<file path="config.mk">
export PLATFORM = sky130hd
export DESIGN_NAME = comparator_input_mode_regs
export DESIGN_NICKNAME = d
export VERILOG_FILES = /design/src/comparator_pkg.sv /design/src/comparator_input_mode_regs.sv /design/src/edge_catch.sv
export VERILOG_INCLUDE_DIRS = /design/src
export SDC_FILE = /design/constraint.sdc
export NUM_CORES = 1
export LEC_CHECK = 0
export BUFFER_PORTS_ARGS = -buffer_cell sky130_fd_sc_hd__buf_4
export CAP_MARGIN = 5
export CORE_ASPECT_RATIO = 0.75
export CORE_MARGIN = 3
export CORE_UTILIZATION = 51
export DETAILED_ROUTE_END_ITERATION = 6
export GPL_ROUTABILITY_DRIVEN = 0
export HOLD_SLACK_MARGIN = 0.02
export PLACE_DENSITY_LB_ADDON = 0.3
export SYNTH_ARGS = -nofsm -noshare
export SYNTH_HDL_FRONTEND = slang
export SYNTH_SLANG_ARGS = --single-unit
</file>
<file path="constraint.sdc">
create_clock -name ref_clk -period 2.34 [get_ports ref_clk]
set_input_delay 0.351 -clock ref_clk [delete_from_list [all_inputs] [get_ports ref_clk]]
set_output_delay 0.351 -clock ref_clk [all_outputs]
set_load 0.01 [all_outputs]
</file>
<file path="src/comparator_cfg.svh">
`ifndef COMPARATOR_CFG_SVH
`define COMPARATOR_CFG_SVH
`define MODE_SEL_OFS 8'h9D
`define INPUT_SEL_OFS 8'h9F
`define STATUS_OFS 8'hA0
`define MODE_SEL_RST 8'h02
`define INPUT_SEL_RST 8'h77
`define MODE_SEL_WMASK 8'h33
`define RISE_IE_BIT 5
`define FALL_IE_BIT 4
`define STAT_OUT_BIT 2
`define STAT_RISE_BIT 1
`define STAT_FALL_BIT 0
`define SMALL_CODE_MAX 4'h2
`endif

</file>
<file path="src/comparator_pkg.sv">
package comparator_pkg;
	typedef enum logic [1:0] {
		RESP_FASTEST = 2'h0,
		RESP_MID_FAST = 2'h1,
		RESP_MID_LOW = 2'h2,
		RESP_LOW_POWER = 2'h3
	} response_mode_t;
	typedef enum logic [2:0] {
		BUS_IDLE = 3'h1,
		BUS_ACK = 3'h2,
		BUS_DONE = 3'h4
	} bus_state_t;
endpackage

</file>
<file path="src/comparator_input_mode_regs.sv">
// Implementation choice: the Wishbone register port.
`timescale 1ns/100ps
`include "comparator_cfg.svh"
// Functional notes
// upper nibble selects negative input pin
// lower nibble selects positive input pin
// codes above two exist only on large parts
// mode bit 7 reserved, reads zero
// mode bits 6,3,2 unused, read zero
// mode bit 5 enables rising-edge interrupt
// mode bit 4 enables falling-edge interrupt
// irq needs local and global enable
// mode bits 1:0 pick response time
// sticky rise and fall edge flags
// result bit shows positive above negative
// irq is flag-and-enable ORed
module comparator_input_mode_regs (
	input wire logic ref_clk,
	input wire logic rst_n,
	input wire logic wb_cyc_i,
	input wire logic wb_stb_i,
	input wire logic wb_we_i,
	input wire logic [7:0] wb_adr_i,
	input wire logic [7:0] wb_dat_i,
	input wire logic wb_sel_i,
	output logic [7:0] wb_dat_o,
	output logic wb_ack_o,
	input wire logic compareRaw,
	input wire logic comparator_global_irq_enable,
	input wire logic largeVariant,
	output logic [3:0] negative_input_code,
	output logic [3:0] positive_input_code,
	output logic negInputValid,
	output logic posInputValid,
	output logic [1:0] response_time_mode,
	output logic compare_result_bit,
	output logic comparatorIrq
);
	typedef struct packed {
		comparator_pkg::bus_state_t bus;
		logic ack;
		logic [7:0] rdata;
		logic [7:0] inputSel;
		logic riseIe;
		logic fallIe;
		comparator_pkg::response_mode_t mode;
		logic riseFlag;
		logic fallFlag;
		logic result;
		logic negValid;
		logic posValid;
		logic irq;
		logic globalMeta;
		logic globalSync;
		logic largeMeta;
		logic largeSync;
	} regs_state_t;
	regs_state_t state_ff;
	regs_state_t nxt_state;
	logic compareSync;
	logic risePulse;
	logic fallPulse;
	logic access;
	logic wrEn;
	logic [7:0] modeRead;
	logic [7:0] statusRead;
	edge_catch edge_catch_i (
		.ref_clk(ref_clk),
		.rst_n(rst_n),
		.compareRaw(compareRaw),
		.compareSync(compareSync),
		.risePulse(risePulse),
		.fallPulse(fallPulse)
	);
	always_comb begin
		nxt_state = state_ff;
		// ack kept in its own flop so the output is not a state decode
		nxt_state.ack = 1'b0;
		access = wb_cyc_i & wb_stb_i;
		wrEn = 1'b0;
		modeRead = 8'h00;
		// reserved and unused bits come back as zero
		modeRead[`RISE_IE_BIT] = state_ff.riseIe;
		modeRead[`FALL_IE_BIT] = state_ff.fallIe;
		modeRead[1:0] = state_ff.mode;
		statusRead = 8'h00;
		statusRead[`STAT_OUT_BIT] = state_ff.result;
		statusRead[`STAT_RISE_BIT] = state_ff.riseFlag;
		statusRead[`STAT_FALL_BIT] = state_ff.fallFlag;
		nxt_state.globalMeta = comparator_global_irq_enable;
		nxt_state.globalSync = state_ff.globalMeta;
		nxt_state.largeMeta = largeVariant;
		nxt_state.largeSync = state_ff.largeMeta;
		case (state_ff.bus)
			comparator_pkg::BUS_IDLE: begin
				if (access) begin
					nxt_state.bus = comparator_pkg::BUS_ACK;
					nxt_state.ack = 1'b1;
					wrEn = wb_we_i & wb_sel_i;
					case (wb_adr_i)
						`MODE_SEL_OFS: nxt_state.rdata = modeRead;
						`INPUT_SEL_OFS: nxt_state.rdata = state_ff.inputSel;
						`STATUS_OFS: nxt_state.rdata = statusRead;
						default: nxt_state.rdata = 8'h00;
					endcase
				end
			end
			comparator_pkg::BUS_ACK: begin
				nxt_state.bus = comparator_pkg::BUS_DONE;
			end
			comparator_pkg::BUS_DONE: begin
				if (!access) begin
					nxt_state.bus = comparator_pkg::BUS_IDLE;
				end
			end
			default: nxt_state.bus = comparator_pkg::BUS_IDLE;
		endcase
		if (wrEn && wb_adr_i == `MODE_SEL_OFS) begin
			nxt_state.riseIe = wb_dat_i[`RISE_IE_BIT];
			nxt_state.fallIe = wb_dat_i[`FALL_IE_BIT];
			nxt_state.mode = comparator_pkg::response_mode_t'(wb_dat_i[1:0]);
		end
		if (wrEn && wb_adr_i == `INPUT_SEL_OFS) begin
			nxt_state.inputSel = wb_dat_i;
		end
		// write one to clear; a new edge in the same cycle wins
		if (wrEn && wb_adr_i == `STATUS_OFS) begin
			if (wb_dat_i[`STAT_RISE_BIT]) begin
				nxt_state.riseFlag = 1'b0;
			end
			if (wb_dat_i[`STAT_FALL_BIT]) begin
				nxt_state.fallFlag = 1'b0;
			end
		end
		if (risePulse) begin
			nxt_state.riseFlag = 1'b1;
		end
		if (fallPulse) begin
			nxt_state.fallFlag = 1'b1;
		end
		nxt_state.result = compareSync;
		// small parts only have pins for codes 0..2
		nxt_state.negValid = state_ff.largeSync |
			(nxt_state.inputSel[7:4] <= `SMALL_CODE_MAX);
		nxt_state.posValid = state_ff.largeSync |
			(nxt_state.inputSel[3:0] <= `SMALL_CODE_MAX);
		nxt_state.irq = state_ff.globalSync &
			((nxt_state.riseFlag & nxt_state.riseIe) |
			(nxt_state.fallFlag & nxt_state.fallIe));
	end
	always_ff @(posedge ref_clk or negedge rst_n) begin
		if (!rst_n) begin
			state_ff <= '0;
			state_ff.bus <= comparator_pkg::BUS_IDLE;
			state_ff.inputSel <= `INPUT_SEL_RST;
			state_ff.mode <= comparator_pkg::response_mode_t'(2'(`MODE_SEL_RST));
		end else begin
			state_ff <= nxt_state;
		end
	end
	assign wb_dat_o = state_ff.rdata;
	assign wb_ack_o = state_ff.ack;
	assign negative_input_code = state_ff.inputSel[7:4];
	assign positive_input_code = state_ff.inputSel[3:0];
	assign negInputValid = state_ff.negValid;
	assign posInputValid = state_ff.posValid;
	assign response_time_mode = state_ff.mode;
	assign compare_result_bit = state_ff.result;
	assign comparatorIrq = state_ff.irq;
endmodule // comparator_input_mode_regs

</file>
<file path="src/edge_catch.sv">
`timescale 1ns/100ps
module edge_catch (
	input wire logic ref_clk,
	input wire logic rst_n,
	input wire logic compareRaw,
	output logic compareSync,
	output logic risePulse,
	output logic fallPulse
);
	typedef struct packed {
		logic meta;
		logic sync;
		logic prev;
		logic rise;
		logic fall;
	} edge_state_t;
	edge_state_t state_ff;
	edge_state_t nxt_state;
	always_comb begin
		nxt_state = state_ff;
		nxt_state.meta = compareRaw;
		nxt_state.sync = state_ff.meta;
		nxt_state.prev = state_ff.sync;
		nxt_state.rise = state_ff.sync & ~state_ff.prev;
		nxt_state.fall = ~state_ff.sync & state_ff.prev;
	end
	always_ff @(posedge ref_clk or negedge rst_n) begin
		if (!rst_n) begin
			state_ff <= '0;
		end else begin
			state_ff <= nxt_state;
		end
	end
	assign compareSync = state_ff.prev;
	assign risePulse = state_ff.rise;
	assign fallPulse = state_ff.fall;
endmodule // edge_catch
</file>
* Word level (Yosys, flattened, before mapping)
Index checks and enable logic that the tools add are counted. W data, S select, Z words.
Storage, ports and cells: register bits 39, latch bits 0, RAM bits 0, memory bits (read-only) 0, bits of input ports 25, output and inout port bits 23, word-level logic and storage cells 63, memories 0
Cells by class: add/sub/neg operators 0, $mul 0, div/mod/pow operators 0, order comparisons 2, equality and inequality tests 8, shift operators 0, multiplexer cells 14, bitwise operators 12, reductions and logical operators 5
Operator list (count):
- $eq A8 B8 Y1 const B | 3
- $pmux W8 S3 | 1
- $mux W12 | 1
- $mux W9 | 1
- $pmux W3 S3 | 1
- $le A4 B2 Y1 const B | 2
- $mux W8 | 1
- $and A1 B1 Y1 | 7
- $mux W1 | 6
- $mux W4 | 1
- $ne A2 B2 Y1 const B | 2
- $reduce_and A2 Y1 | 2
- $eq A3 B1 Y1 const B | 1
- $eq A3 B2 Y1 const B | 1
- $eq A3 B3 Y1 const B | 1
- $logic_and A1 B1 Y1 | 3
- $mux W3 | 1
- $or A1 B1 Y1 | 3
- $mux W2 | 1
- $not A1 Y1 | 2

* Longest topological paths before layout
Gate-level depths: netlist of run 1.
depth in word-level cells 9, depth in mapped cells 6, gate-level depth less buffers 5

* Modules after synthesis
A second synthesis of run 1 with hierarchy kept.
Second synthesis, totals: cells, all modules 148, area, all modules 1762.9 µm²
Modules (own cells, without submodules):
- comparator_input_mode_regs | instances 1, cells each 141, area each 1622.8 µm², seq. area each 860.8 µm²
- edge_catch | instances 1, cells each 7, area each 140.1 µm², seq. area each 125.1 µm²

* Worst setup path after synthesis of run 1
Ideal clock, no wire load.
kind register to register, from register state_ff[31] (netlist bit), to register state_ff, in the netlist negative_input_code[3], library setup time 0.125 ns, arrival 1.692 ns, data required time 2.215 ns, path slack 0.523 ns, stages on the path, launching flop included 6, buffers on the path 1, clock period less this slack 1.817 ns, cell sequence dfstp_2 -> nor2b_1 -> nand4_1 -> nor3_1 -> buf_2 -> mux2_2
RTL lines:
- start, declared | RTL line comparator_input_mode_regs.sv:58 | regs_state_t state_ff;
- start signal, assigned | RTL line comparator_input_mode_regs.sv:158 | state_ff <= nxt_state;

==> insert_results.sql, run 1 <==
INSERT INTO impl_metrics (metric_group, metric, value, unit) VALUES
('status', 'status', 'finished clean', ''),
('final_layout', 'finalNetCount', '199', ''),
('floorplanning', 'chipHeight', '56.17', 'microns'),
('logic_synthesis', 'synth_largest_type_area_fraction', '45.32', '%'),
('logic_synthesis', 'sequential_area_share_after_synthesis', '57.60', '%'),
('setup_path', 'worst-endpoint-required', '2.51', 'ns'),
('logic_synthesis', 'post_synth_inst_count', '141', ''),
('timing', 'tns', '0', 'ns'),
('routing', 'num_vias', '1152', ''),
('clock_tree', 'post_cts_buffers', '0', ''),
('setup_path', 'worst-setup-path-type', 'register to register', ''),
('clock_tree', 'clock_pin_slew_of_the_registers_on_the_worst_case_setup_and_hold_paths', '0.07', 'ns'),
('clock_tree', 'post_cts.resized_instances', '0', ''),
('global_routing', 'grt_pass1_wl', '5.692', 'mm'),
('logic_synthesis', 'synth_fp_nets', '166', ''),
('logic_synthesis', 'synthDominantAreaCellType', 'sky130_fd_sc_hd__dfrtp_1', ''),
('routing', 'routedLengthMet1', '1.520', 'mm'),
('clock_tree', 'cts_htree_levels', '2', ''),
('final_layout', 'most-common-layout-cells', '48 x sky130_fd_sc_hd__buf_4, 31 x sky130_fd_sc_hd__dfrtp_1, 12 x sky130_fd_sc_hd__nand2_1', ''),
('timing', 'setup_viol_count_final', '0', ''),
('floorplanning', 'rows', '17', ''),
('routing', 'drt_iter0_markers', '57', ''),
('clock_tree', 'clock_sink_count', '39', ''),
('final_layout', 'footprint_of_the_multi_input_gates', '548.0', 'sq um'),
('routing', 'detailedRoute.firstPassIterationCount', '4', ''),
('setup_path', 'worst_setup_end_kind', 'register', ''),
('place', 'place_hpwl', '2.576', 'mm'),
('logic_synthesis', 'ys.warnings.count', '0', ''),
('routing', 'route.detailed.drc', '0', ''),
('timing', 'fin_crit_sh', '86.21', '%'),
('logic_synthesis', 'edff_count_synth', '0', ''),
('final_layout', 'final_instance_count_excl_fillers', '213', ''),
('floorplanning', 'ios', '48', ''),
('power', 'max_vdd_drop', '0.0003895', 'V'),
('timing', 'max_freq', '0.4957', 'GHz'),
('global_routing', 'grt_start_max_net_pins', '40', ''),
('logic_synthesis', 'yosys_register_bits', '39', ''),
('routing', 'wirelength', '3.454', 'mm'),
('final_layout', 'layout_commonest_cell', 'sky130_fd_sc_hd__buf_4', ''),
('logic_synthesis', 'netlist_top_cells_area', 'sky130_fd_sc_hd__dfrtp_1 45%, sky130_fd_sc_hd__dfstp_2 12%, sky130_fd_sc_hd__buf_4 7.9%, sky130_fd_sc_hd__mux2_2 5.3%, sky130_fd_sc_hd__mux2i_1 2.9%', ''),
('routing', 'post_drt_via_cell_ratio', '5.408', ''),
('final_layout', 'antennaDiodeCount', '0', ''),
('floorplanning', 'floorplan.die_area', '4095', 'sq um'),
('logic_synthesis', 'post_synth_top_flop', 'sky130_fd_sc_hd__dfrtp_1', ''),
('flow_run', 'cap_viol_max_count', '0', ''),
('clock_tree', 'root_buffer', 'sky130_fd_sc_hd__clkbuf_8', ''),
('global_routing', 'global_route.overflow_total', '0', ''),
('final_layout', 'seq_cell_area', '985.9', 'sq um'),
('routing', 'met2_wirelength', '1.586', 'mm'),
('power', 'static-leakage-power', '0.9840', 'nW'),
('timing', 'slew_viol_final', '0', ''),
('floorplanning', 'die_w', '72.90', 'microns'),
('routing', 'routed-wl-met3', '256', 'microns'),
('clock_tree', 'clock_path_buffers', '2', ''),
('global_routing', 'antenna_found_initial', '0', ''),
('clock_tree', 'clock_tree_from_tritoncts', 'built', ''),
('final_layout', 'fin_util', '66.67', '%'),
('timing', 'final_worst_path_period_need', '2.017', 'ns'),
('routing', 'average_wire_per_standard_cell', '16.22', 'microns'),
('timing', 'max_slew_margin', '69.68', '%'),
('global_routing', 'globalRouteTotalUtil', '18.45', '%'),
('final_layout', 'fill_cells', '251', ''),
('global_routing', 'first_global_vias', '1134', ''),
('clock_tree', 'cts_buffers', '5', ''),
('logic_synthesis', 'post_synth_num_cell_types', '35', ''),
('logic_synthesis', 'syn_area_per_cell', '12.14', 'sq um'),
('setup_path', 'timing.critical_path.fanout_max', '12', ''),
('clock_tree', 'ctsHoldBuffers', '0', ''),
('setup_path', 'kind_of_start_point_of_the_critical_path', 'register', ''),
('timing', 'final-hold-violation-count', '0', ''),
('clock_tree', 'clock_insertion_delay_worst_skew', '0.29', 'ns');
## cell families (layout without fill, tap and decap cells)
logic type | Yosys count | after routing | synth area share [%]
compound gates | 20 | 20 | 9.137
buf+inv | 27 | 61 | 10.38
mux | 15 | 15 | 9.942
simple gates | 40 | 40 | 12.94
flops | 39 | 39 | 57.60
## where the power goes
| part | switching, mW | leakage, nW | total [mW] | internal [mW] |
|---|---|---|---|---|
| Clock | 0.218 | 0.0422 | 0.427 | 0.209 |
| Combinational | 0.0497 | 0.471 | 0.0978 | 0.0482 |
| Sequential | 0.00983 | 0.471 | 0.705 | 0.695 |
| Total | 0.278 | 0.984 | 1.23 | 0.952 |
## metal layers
metal / GRT usage, % / up-vias
met2: 26.61 / 49
met5: 0 / -
met3: 5.235 / 9
li1: - / 542
met1: 25.35 / 552
met4: 8.947 / 0
## Yosys cell counts (3+ instances only)
library cell and n:
sky130_fd_sc_hd__nor2b_1 3, sky130_fd_sc_hd__nand3_1 3, sky130_fd_sc_hd__mux2i_1 5, sky130_fd_sc_hd__mux2_2 8, sky130_fd_sc_hd__dfrtp_1 31, sky130_fd_sc_hd__nor2_1 8, sky130_fd_sc_hd__dfstp_2 8, sky130_fd_sc_hd__buf_4 18
sky130_fd_sc_hd__nand2_1 12, sky130_fd_sc_hd__inv_1 5, sky130_fd_sc_hd__o21a_1 3
## state kept, by name, indices dropped and copies added, names as in the netlist
name,count
wb_dat_o,8
state_ff,7
negative_input_code,4
positive_input_code,4
edge_catch_i.nxt_state,2
modeRead,2
nxt_state,2
response_time_mode,2
comparatorIrq,1
compare_result_bit,1
edge_catch_i.compareSync,1
edge_catch_i.fallPulse,1
edge_catch_i.risePulse,1
negInputValid,1
posInputValid,1
wb_ack_o,1
## critical path: stages (launching register included)
cell,delay [ns]
sky130_fd_sc_hd__dfstp_2,0.53
sky130_fd_sc_hd__nor2b_1,0.16
sky130_fd_sc_hd__nand4_1,0.32
sky130_fd_sc_hd__nor3_1,0.27
sky130_fd_sc_hd__buf_4,0.24
sky130_fd_sc_hd__a2111oi_0,0.10
sky130_fd_sc_hd__a211o_1,0.29
## stage by stage
step | setup slack, ns | hold slack [ns] | cell area [sq um] | power (mW)
2_1_floorplan | 0.5234 | 0.05541 | 1712 | 0.7555
3_3_place_gp | 0.3603 | 0.3325 | 1961 | 0.8120
3_5_place_dp | 0.2498 | 0.3362 | 1961 | 0.8165
4_1_cts | 0.3308 | 0.03116 | 2042 | 1.240
5_1_grt | 0.2014 | 0.04175 | 2042 | 1.284
6_report | 0.3228 | 0.01619 | 2042 | 1.230
## path summary, 6_finish.rpt
path,from,endpoint,slack (ns),cells after the start
max in group asynchronous,rst_n,positive_input_code[2]$_DFF_PN1_,1.96,1
hold / removal,rst_n,wb_dat_o[2]$_DFFE_PN0P_,0.02,1
min in group ref_clk,comparator_global_irq_enable,nxt_state[2]$_DFF_PN0_,0.17,1
setup reg to reg,state_ff[31]$_DFFE_PN1P_,posInputValid$_DFF_PN0_,0.32,6
hold reg to reg,nxt_state[0]$_DFF_PN0_,state_ff[0]$_DFF_PN0_,0.35,0
setup / recovery,state_ff[31]$_DFFE_PN1P_,posInputValid$_DFF_PN0_,0.32,6
## layout make-up
| type | instances | share of cell area, % |
|---|---|---|
| clock inverter | 1 | 0.2451 |
| timing repair buffer | 48 | 17.65 |
| clock buffer | 7 | 3.738 |
| tap | 38 | 2.328 |
| multi-input combinational | 75 | 26.84 |
| sequential | 39 | 48.28 |
| inverter | 5 | 0.9191 |
Power figures use the tool's default switching activity.
==> run 2: changes to the inputs <==
--- a/config.mk
+++ b/config.mk
@@ -8,7 +8,7 @@
 export LEC_CHECK = 0
 export BUFFER_PORTS_ARGS = -buffer_cell sky130_fd_sc_hd__buf_4
 export CAP_MARGIN = 5
-export CORE_ASPECT_RATIO = 0.75
+export CORE_ASPECT_RATIO = 1.25
 export CORE_MARGIN = 3
 export CORE_UTILIZATION = 51
 export DETAILED_ROUTE_END_ITERATION = 6
==> run 2 against run 1 <==
Net effect:
- sequential cell count did not move
- critical path depth did not move
- die area barely moved
- utilization fell by 1.1 points
==> insert_results.sql, run 2 (synthesis results as in run 1) <==
INSERT INTO impl_metrics (metric_group, metric, value, unit) VALUES
('global_routing', 'globalRouteTotalUtil', '16.90', '%'),
('status', 'status', 'finished clean', ''),
('final_layout', 'antennaDiodeCount', '0', ''),
('global_routing', 'grt_start_max_net_pins', '40', ''),
('place', 'place_area', '1958', 'sq um'),
('floorplanning', 'placeableCoreArea', '3083', 'sq um'),
('final_layout', 'finalNetCount', '200', ''),
('routing', 'wirelength', '3.207', 'mm'),
('floorplanning', 'chipHeight', '70.77', 'microns'),
('clock_tree', 'clock_path_buffers', '2', ''),
('power', 'max_vdd_drop', '0.0004985', 'V'),
('clock_tree', 'clock_tree_from_tritoncts', 'built', ''),
('setup_path', 'worst_setup_end_kind', 'register', ''),
('routing', 'post_drt_via_cell_ratio', '5.458', ''),
('setup_path', 'r2r_slack', '0.34', 'ns'),
('clock_tree', 'post_cts.resized_instances', '0', ''),
('timing', 'grt_setup_unrepaired', 'false', ''),
('global_routing', 'first_global_vias', '1208', ''),
('timing', 'max_slew.worst_pin.slew', '0.4667', 'ns'),
('timing', 'max_freq', '0.4994', 'GHz'),
('power', 'fin_total_pwr', '1.116', 'mW'),
('floorplanning', 'rows', '22', ''),
('setup_path', 'worstReg2RegStart', 'state_ff[31]$_DFFE_PN1P_', ''),
('clock_tree', 'root_buffer', 'sky130_fd_sc_hd__clkbuf_4', ''),
('setup_path', 'timing.critical_path.max_delay_family', 'simple AND/OR/NAND/NOR gates', ''),
('routing', 'num_vias', '1157', ''),
('clock_tree', 'clock_sink_count', '39', ''),
('timing', 'tns', '0', 'ns'),
('timing', 'final-hold-violation-count', '0', ''),
('setup_path', 'critPathBufInv', '1', ''),
('place', 'place_hpwl', '2.431', 'mm'),
('routing', 'detailedRoute.firstPassIterationCount', '4', ''),
('final_layout', 'layout_commonest_cell', 'sky130_fd_sc_hd__buf_4', ''),
('final_layout', 'most-common-layout-cells', '48 x sky130_fd_sc_hd__buf_4, 31 x sky130_fd_sc_hd__dfrtp_1, 12 x sky130_fd_sc_hd__nand2_1', ''),
('timing', 'final_worst_path_period_need', '2.002', 'ns'),
('setup_path', 'critical_path_arrival', '2.22', 'ns'),
('final_layout', 'final_instance_count_excl_fillers', '212', ''),
('setup_path', 'worst-endpoint-required', '2.56', 'ns'),
('place', 'place_inst', '203', ''),
('timing', 'slew_viol_final', '0', ''),
('setup_path', 'worst-setup-path-type', 'register to register', ''),
('hold_path', 'class_of_the_tightest_hold_or_removal_check', 'input pin to register', ''),
('floorplanning', 'die_w', '57.82', 'microns'),
('timing', 'max_slew_margin', '68.89', '%'),
('routing', 'drt_iter0_markers', '23', ''),
('floorplanning', 'ios', '48', ''),
('floorplanning', 'floorplan.die_area', '4092', 'sq um'),
('clock_tree', 'clock_insertion_delay_worst_skew', '0.33', 'ns'),
('place', 'place.port_buffers', '47', ''),
('flow_run', 'cap_viol_max_count', '0', ''),
('timing', 'final.setup_skew', '0.005490', 'ns'),
('final_layout', 'drive_above_1_share', '43.75', '%'),
('setup_path', 'timing.critical_path.fanout_max', '12', ''),
('routing', 'average_wire_per_standard_cell', '15.13', 'microns'),
('global_routing', 'global_route.overflow_total', '0', ''),
('timing', 'fin_crit_sh', '85.57', '%'),
('global_routing', 'antenna_found_initial', '0', ''),
('clock_tree', 'cts_htree_levels', '2', ''),
('floorplanning', 'floorplan.initialDensity', '55.52', '%'),
('final_layout', 'synthToLayoutAreaGrowth', '18.06', '%'),
('setup_path', 'timing.critical_path.from', 'state_ff[31]$_DFFE_PN1P_', ''),
('hold_path', 'min_from', 'comparator_global_irq_enable', ''),
('clock_tree', 'cts_buffers', '5', ''),
('global_routing', 'grt_pass1_wl', '5.313', 'mm'),
('final_layout', 'number_of_flip_flops_in_the_largest_register', '8', ''),
('power', 'static-leakage-power', '0.9807', 'nW'),
('setup_path', 'worst_path_largest_cell_delay', '0.54', 'ns'),
('setup_path', 'kind_of_start_point_of_the_critical_path', 'register', ''),
('setup_path', 'critPathSlowestCell', 'sky130_fd_sc_hd__dfstp_2', ''),
('setup_path', 'timing.critical_path.cells', 'nor2b_1, nand4_1, nor3_1, buf_4, a2111oi_0, a211o_1', ''),
('timing', 'fin_hold_ws', '0.1171', 'ns'),
('power', 'power.density_cell_area', '552.4', 'nW/um^2'),
('timing', 'setup_viol_count_final', '0', ''),
('clock_tree', 'clock_pin_slew_of_the_registers_on_the_worst_case_setup_and_hold_paths', '0.11', 'ns'),
('routing', 'antenna_left', '0', ''),
('final_layout', 'final_cell_area', '2021', 'sq um'),
('routing', 'route.detailed.drc', '0', '');
[run 2: changes by cell type in the layout (fill, tap and decap cells not counted)]
cell	change
sky130_fd_sc_hd__clkbuf_4	+5
sky130_fd_sc_hd__clkbuf_8	-5
sky130_fd_sc_hd__clkbuf_1	-2
sky130_fd_sc_hd__clkinv_2	+2
sky130_fd_sc_hd__dlygate4sd3_1	+1
[run 2: stage by stage]
step                      setup WS [ns]  utilization (%)
after floorplan                  0.5234                -
after global placement           0.3502            63.51
after detailed placement         0.3071            63.51
after CTS                        0.3300            65.54
after global routing             0.1805            65.54
final                            0.3376            65.54
[run 2: where the power goes]
| part | switching [mW] | total [mW] | internal (mW) |
|---|---|---|---|
| logic | 0.0486 | 0.0978 | 0.0492 |
| clock network | 0.201 | 0.313 | 0.112 |
| registers | 0.0104 | 0.705 | 0.695 |
[run 2: final cells by class]
class / count / area, sq um
fillers: 245 / 1062
flip-flops and latches: 39 / 985.9
multi-input cells: 75 / 548.0
repair buffers: 49 / 370.4
well taps: 36 / 45.04
clock buffers: 5 / 37.54
inverters: 5 / 18.77
clock inverters: 3 / 15.01
[run 2: worst paths after layout]
check | depth (start not counted) | to
min reg2reg | 0 | state_ff[0]$_DFF_PN0_
max | 6 | posInputValid$_DFF_PN0_
max in group asynchronous | 2 | positive_input_code[2]$_DFF_PN1_
min in group asynchronous | 2 | state_ff[32]$_DFFE_PN0P_
min | 1 | nxt_state[2]$_DFF_PN0_
max reg2reg | 6 | posInputValid$_DFF_PN0_
[run 2: layer usage]
metal  wire length [microns]  GRT usage [%]
met1                    1299          19.62
met2                    1661          28.89
met3                     195          4.745
met4                      51          6.959
met5                       0              0
[run 2: repair_timing]
item / in CTS / in global routing
buffers inserted: 0 / 0
hold endpoints to repair: 31 / 0
hold buffers: 1 / 0
==> run 3: changes to the inputs <==
--- a/config.mk
+++ b/config.mk
@@ -17,4 +17,5 @@
 export PLACE_DENSITY_LB_ADDON = 0.3
 export SYNTH_ARGS = -nofsm -noshare
 export SYNTH_HDL_FRONTEND = slang
+export SYNTH_HIERARCHICAL = 1
 export SYNTH_SLANG_ARGS = --single-unit
==> run 3 against run 2 <==
Net effect:
- highest routed layer unchanged
- critical path type unchanged
- via count is 2.9% higher
- critical path depth fell by 1
- clock skew fell by 0.0011 ns
- die area is 2.7% higher
- critical endpoint is now positive_input_code[3]$_DFF_PN0_
- worst hold slack got worse by 0.11 ns
- synthesized cell count grew 5.0%
==> insert_results.sql, run 3 <==
INSERT INTO impl_metrics (metric_group, metric, value, unit) VALUES
('global_routing', 'antenna_found_initial', '0', ''),
('setup_path', 'critical_path_arrival', '2.12', 'ns'),
('final_layout', 'synthToLayoutAreaGrowth', '20.44', '%'),
('setup_path', 'register_to_register_path_depth', '5', ''),
('logic_synthesis', 'sequential_area_share_after_synthesis', '55.93', '%'),
('logic_synthesis', 'ys.warnings.count', '6', ''),
('power', 'power.density_cell_area', '651.3', 'nW/um^2'),
('routing', 'num_vias', '1191', ''),
('clock_tree', 'root_buffer', 'sky130_fd_sc_hd__clkbuf_8', ''),
('logic_synthesis', 'yosys_register_bits', '39', ''),
('timing', 'final.setup_skew', '0.004395', 'ns'),
('routing', 'wirelength', '3.531', 'mm'),
('setup_path', 'worst_setup_end_kind', 'register', ''),
('timing', 'slew_viol_final', '0', ''),
('floorplanning', 'floorplan.initialDensity', '54.21', '%'),
('final_layout', 'layout_commonest_cell', 'sky130_fd_sc_hd__buf_4', ''),
('setup_path', 'critPathCapture', 'positive_input_code[3]$_DFF_PN0_', ''),
('timing', 'grt_setup_unrepaired', 'false', ''),
('final_layout', 'antennaDiodeCount', '0', ''),
('setup_path', 'worst-setup-path-type', 'register to register', ''),
('logic_synthesis', 'syn_area_per_cell', '11.91', 'sq um'),
('logic_synthesis', 'netlist_top_cells_area', 'sky130_fd_sc_hd__dfrtp_1 44%, sky130_fd_sc_hd__dfstp_2 12%, sky130_fd_sc_hd__buf_4 7.7%, sky130_fd_sc_hd__mux2_4 6.8%, sky130_fd_sc_hd__nand2_1 3.8%', ''),
('setup_path', 'worst-endpoint-required', '2.52', 'ns'),
('routing', 'average_wire_per_standard_cell', '16.12', 'microns'),
('logic_synthesis', 'post_synth_top_flop', 'sky130_fd_sc_hd__dfrtp_1', ''),
('place', 'place.port_buffers', '47', ''),
('logic_synthesis', 'post_synth_inst_count', '148', ''),
('global_routing', 'grt_start_max_net_pins', '40', ''),
('final_layout', 'number_of_flip_flops_in_the_largest_register', '8', ''),
('timing', 'max_slew_margin', '67.61', '%'),
('clock_tree', 'clock_insertion_delay_worst_skew', '0.29', 'ns'),
('timing', 'max_slew.worst_pin.slew', '0.4736', 'ns'),
('place', 'place_hpwl', '2.684', 'mm'),
('place', 'preCtsSetupSlack', '0.2386', 'ns'),
('clock_tree', 'clock_sink_count', '39', ''),
('timing', 'fin_crit_sh', '82.68', '%'),
('floorplanning', 'ios', '48', ''),
('final_layout', 'fill_cells', '258', ''),
('final_layout', 'final_cell_area', '2123', 'sq um'),
('clock_tree', 'clock_pin_slew_of_the_registers_on_the_worst_case_setup_and_hold_paths', '0.08', 'ns'),
('floorplanning', 'chipHeight', '71.74', 'microns'),
('setup_path', 'timing.critical_path.from', 'state_ff[31]$_DFFE_PN1P_', ''),
('final_layout', 'finalNetCount', '206', ''),
('clock_tree', 'clock_path_buffers', '2', ''),
('logic_synthesis', 'synth_largest_type_area_fraction', '44.00', '%'),
('clock_tree', 'cts_buffers', '5', ''),
('logic_synthesis', 'post_synth_num_cell_types', '36', ''),
('routing', 'drt_iter0_markers', '22', ''),
('status', 'status', 'finished clean', ''),
('logic_synthesis', 'synthTopCellsByCount', '31 x sky130_fd_sc_hd__dfrtp_1, 18 x sky130_fd_sc_hd__buf_4, 18 x sky130_fd_sc_hd__nand2_1, 8 x sky130_fd_sc_hd__dfstp_2, 8 x sky130_fd_sc_hd__mux2_4', ''),
('logic_synthesis', 'mappedNetlistArea', '1763', 'sq um'),
('routing', 'detailedRoute.firstPassIterationCount', '4', ''),
('final_layout', 'final_instance_count_excl_fillers', '219', ''),
('hold_path', 'class_of_the_tightest_hold_or_removal_check', 'input pin to asynchronous set/reset pin', ''),
('final_layout', 'seq_cell_area', '985.9', 'sq um'),
('logic_synthesis', 'synth_fp_nets', '173', ''),
('floorplanning', 'rows', '23', ''),
('logic_synthesis', 'yosys.cell_count.top_type', 'sky130_fd_sc_hd__dfrtp_1', ''),
('clock_tree', 'post_cts_buffers', '0', ''),
('clock_tree', 'post_cts.resized_instances', '0', ''),
('logic_synthesis', 'synthDominantAreaCellType', 'sky130_fd_sc_hd__dfrtp_1', ''),
('setup_path', 'r2r_slack', '0.41', 'ns'),
('power', 'max_vdd_drop', '0.0005660', 'V'),
('floorplanning', 'floorplan.die_area', '4203', 'sq um'),
('logic_synthesis', 'synthArstFlopShare', '100.0', '%'),
('timing', 'setup_viol_count_final', '0', ''),
('setup_path', 'kind_of_start_point_of_the_critical_path', 'register', ''),
('timing', 'max_freq', '0.5169', 'GHz'),
('setup_path', 'worstReg2RegStart', 'state_ff[31]$_DFFE_PN1P_', ''),
('setup_path', 'timing.critical_path.fanout_max', '6', ''),
('final_layout', 'drive_above_1_share', '42.31', '%'),
('routing', 'route.detailed.drc', '0', ''),
('timing', 'final_worst_path_period_need', '1.935', 'ns'),
('global_routing', 'first_global_vias', '1235', ''),
('logic_synthesis', 'edff_count_synth', '0', ''),
('routing', 'post_drt_via_cell_ratio', '5.438', ''),
('timing', 'layout_setup_ws', '0.4052', 'ns'),
('final_layout', 'footprint_of_the_multi_input_gates', '579.3', 'sq um'),
('floorplanning', 'placeableCoreArea', '3252', 'sq um'),
('global_routing', 'globalRouteTotalUtil', '18.72', '%'),
('place', 'place_inst', '211', ''),
('final_layout', 'most-common-layout-cells', '49 x sky130_fd_sc_hd__buf_4, 31 x sky130_fd_sc_hd__dfrtp_1, 18 x sky130_fd_sc_hd__nand2_1, 8 x sky130_fd_sc_hd__mux2_4, 8 x sky130_fd_sc_hd__dfstp_2', ''),
('setup_path', 'timing.rr.end', 'positive_input_code[3]$_DFF_PN0_', ''),
('global_routing', 'grt_pass1_wl', '5.844', 'mm'),
('timing', 'tns', '0', 'ns'),
('place', 'place_area', '2006', 'sq um'),
('flow_run', 'cap_viol_max_count', '0', ''),
('clock_tree', 'ctsHoldBuffers', '0', ''),
('clock_tree', 'clock_tree_from_tritoncts', 'built', ''),
('global_routing', 'global_route.overflow_total', '0', ''),
('clock_tree', 'cts_htree_levels', '2', ''),
('floorplanning', 'die_w', '58.59', 'microns'),
('timing', 'final-hold-violation-count', '0', ''),
('routing', 'antenna_left', '0', ''),
('power', 'static-leakage-power', '1.035', 'nW');
## run 3: critical path, cell delays in order, from the launching register on
cell,delay (ns)
sky130_fd_sc_hd__dfstp_2,0.54
sky130_fd_sc_hd__and4b_1,0.24
sky130_fd_sc_hd__nand3_1,0.21
sky130_fd_sc_hd__nor3_4,0.32
sky130_fd_sc_hd__buf_4,0.22
sky130_fd_sc_hd__mux2_4,0.30
## run 3: per-layer routing
layer / track usage (%) / up-vias / wire (microns)
li1: - / 556 / -
met1: 20.55 / 599 / 1351
met2: 33.91 / 30 / 1966
met3: 5.586 / 6 / 166
met4: 6.045 / 0 / 47
met5: 0 / - / 0
## run 3: worst min path at each step
stage          slack (ns)   from  depth (start not counted)                          endpoint
3_5_place_dp         0.34  rst_n                          1          state_ff[33]$_DFFE_PN0P_
4_1_cts              0.03  rst_n                          1  positive_input_code[3]$_DFF_PN0_
3_3_place_gp         0.33  rst_n                          1          state_ff[33]$_DFFE_PN0P_
5_1_grt              0.04  rst_n                          1           wb_dat_o[0]$_DFFE_PN0P_
6_report            0.008  rst_n                          1          state_ff[33]$_DFFE_PN0P_
2_1_floorplan        0.06  rst_n                          0           comparatorIrq$_DFF_PN0_
## run 3: cell families after synthesis
family,after synthesis,synth area share [%]
DFF,39,55.93
and+or+nand+nor,48,15.61
muxes,14,10.22
AOI/OAI and AO/OA,17,7.027
buffers and inverters,30,11.21
## run 3: stage by stage
stage	util [%]	hold slack [ns]	power, mW
floorplan	-	0.05541	0.7608
global placement	61.68	0.3335	0.8179
detailed placement	61.68	0.3394	0.8224
CTS	65.29	0.02931	1.390
global route	65.29	0.03669	1.435
finish	65.29	0.008399	1.383
## run 3: area by class of cell
cell class | count | area share, %
multi-input combinational | 79 | 27.28
timing repair buffer | 49 | 17.32
clock inverter | 2 | 1.650
sequential | 39 | 46.43
tap | 37 | 2.180
clock buffer | 6 | 3.889
inverter | 7 | 1.237
## run 3: where the power goes
group          total (mW)  switching [mW]  internal [mW]
sequential          0.705          0.0103          0.695
clock               0.574           0.229          0.345
combinational       0.103          0.0514         0.0519
total                1.38           0.291           1.09
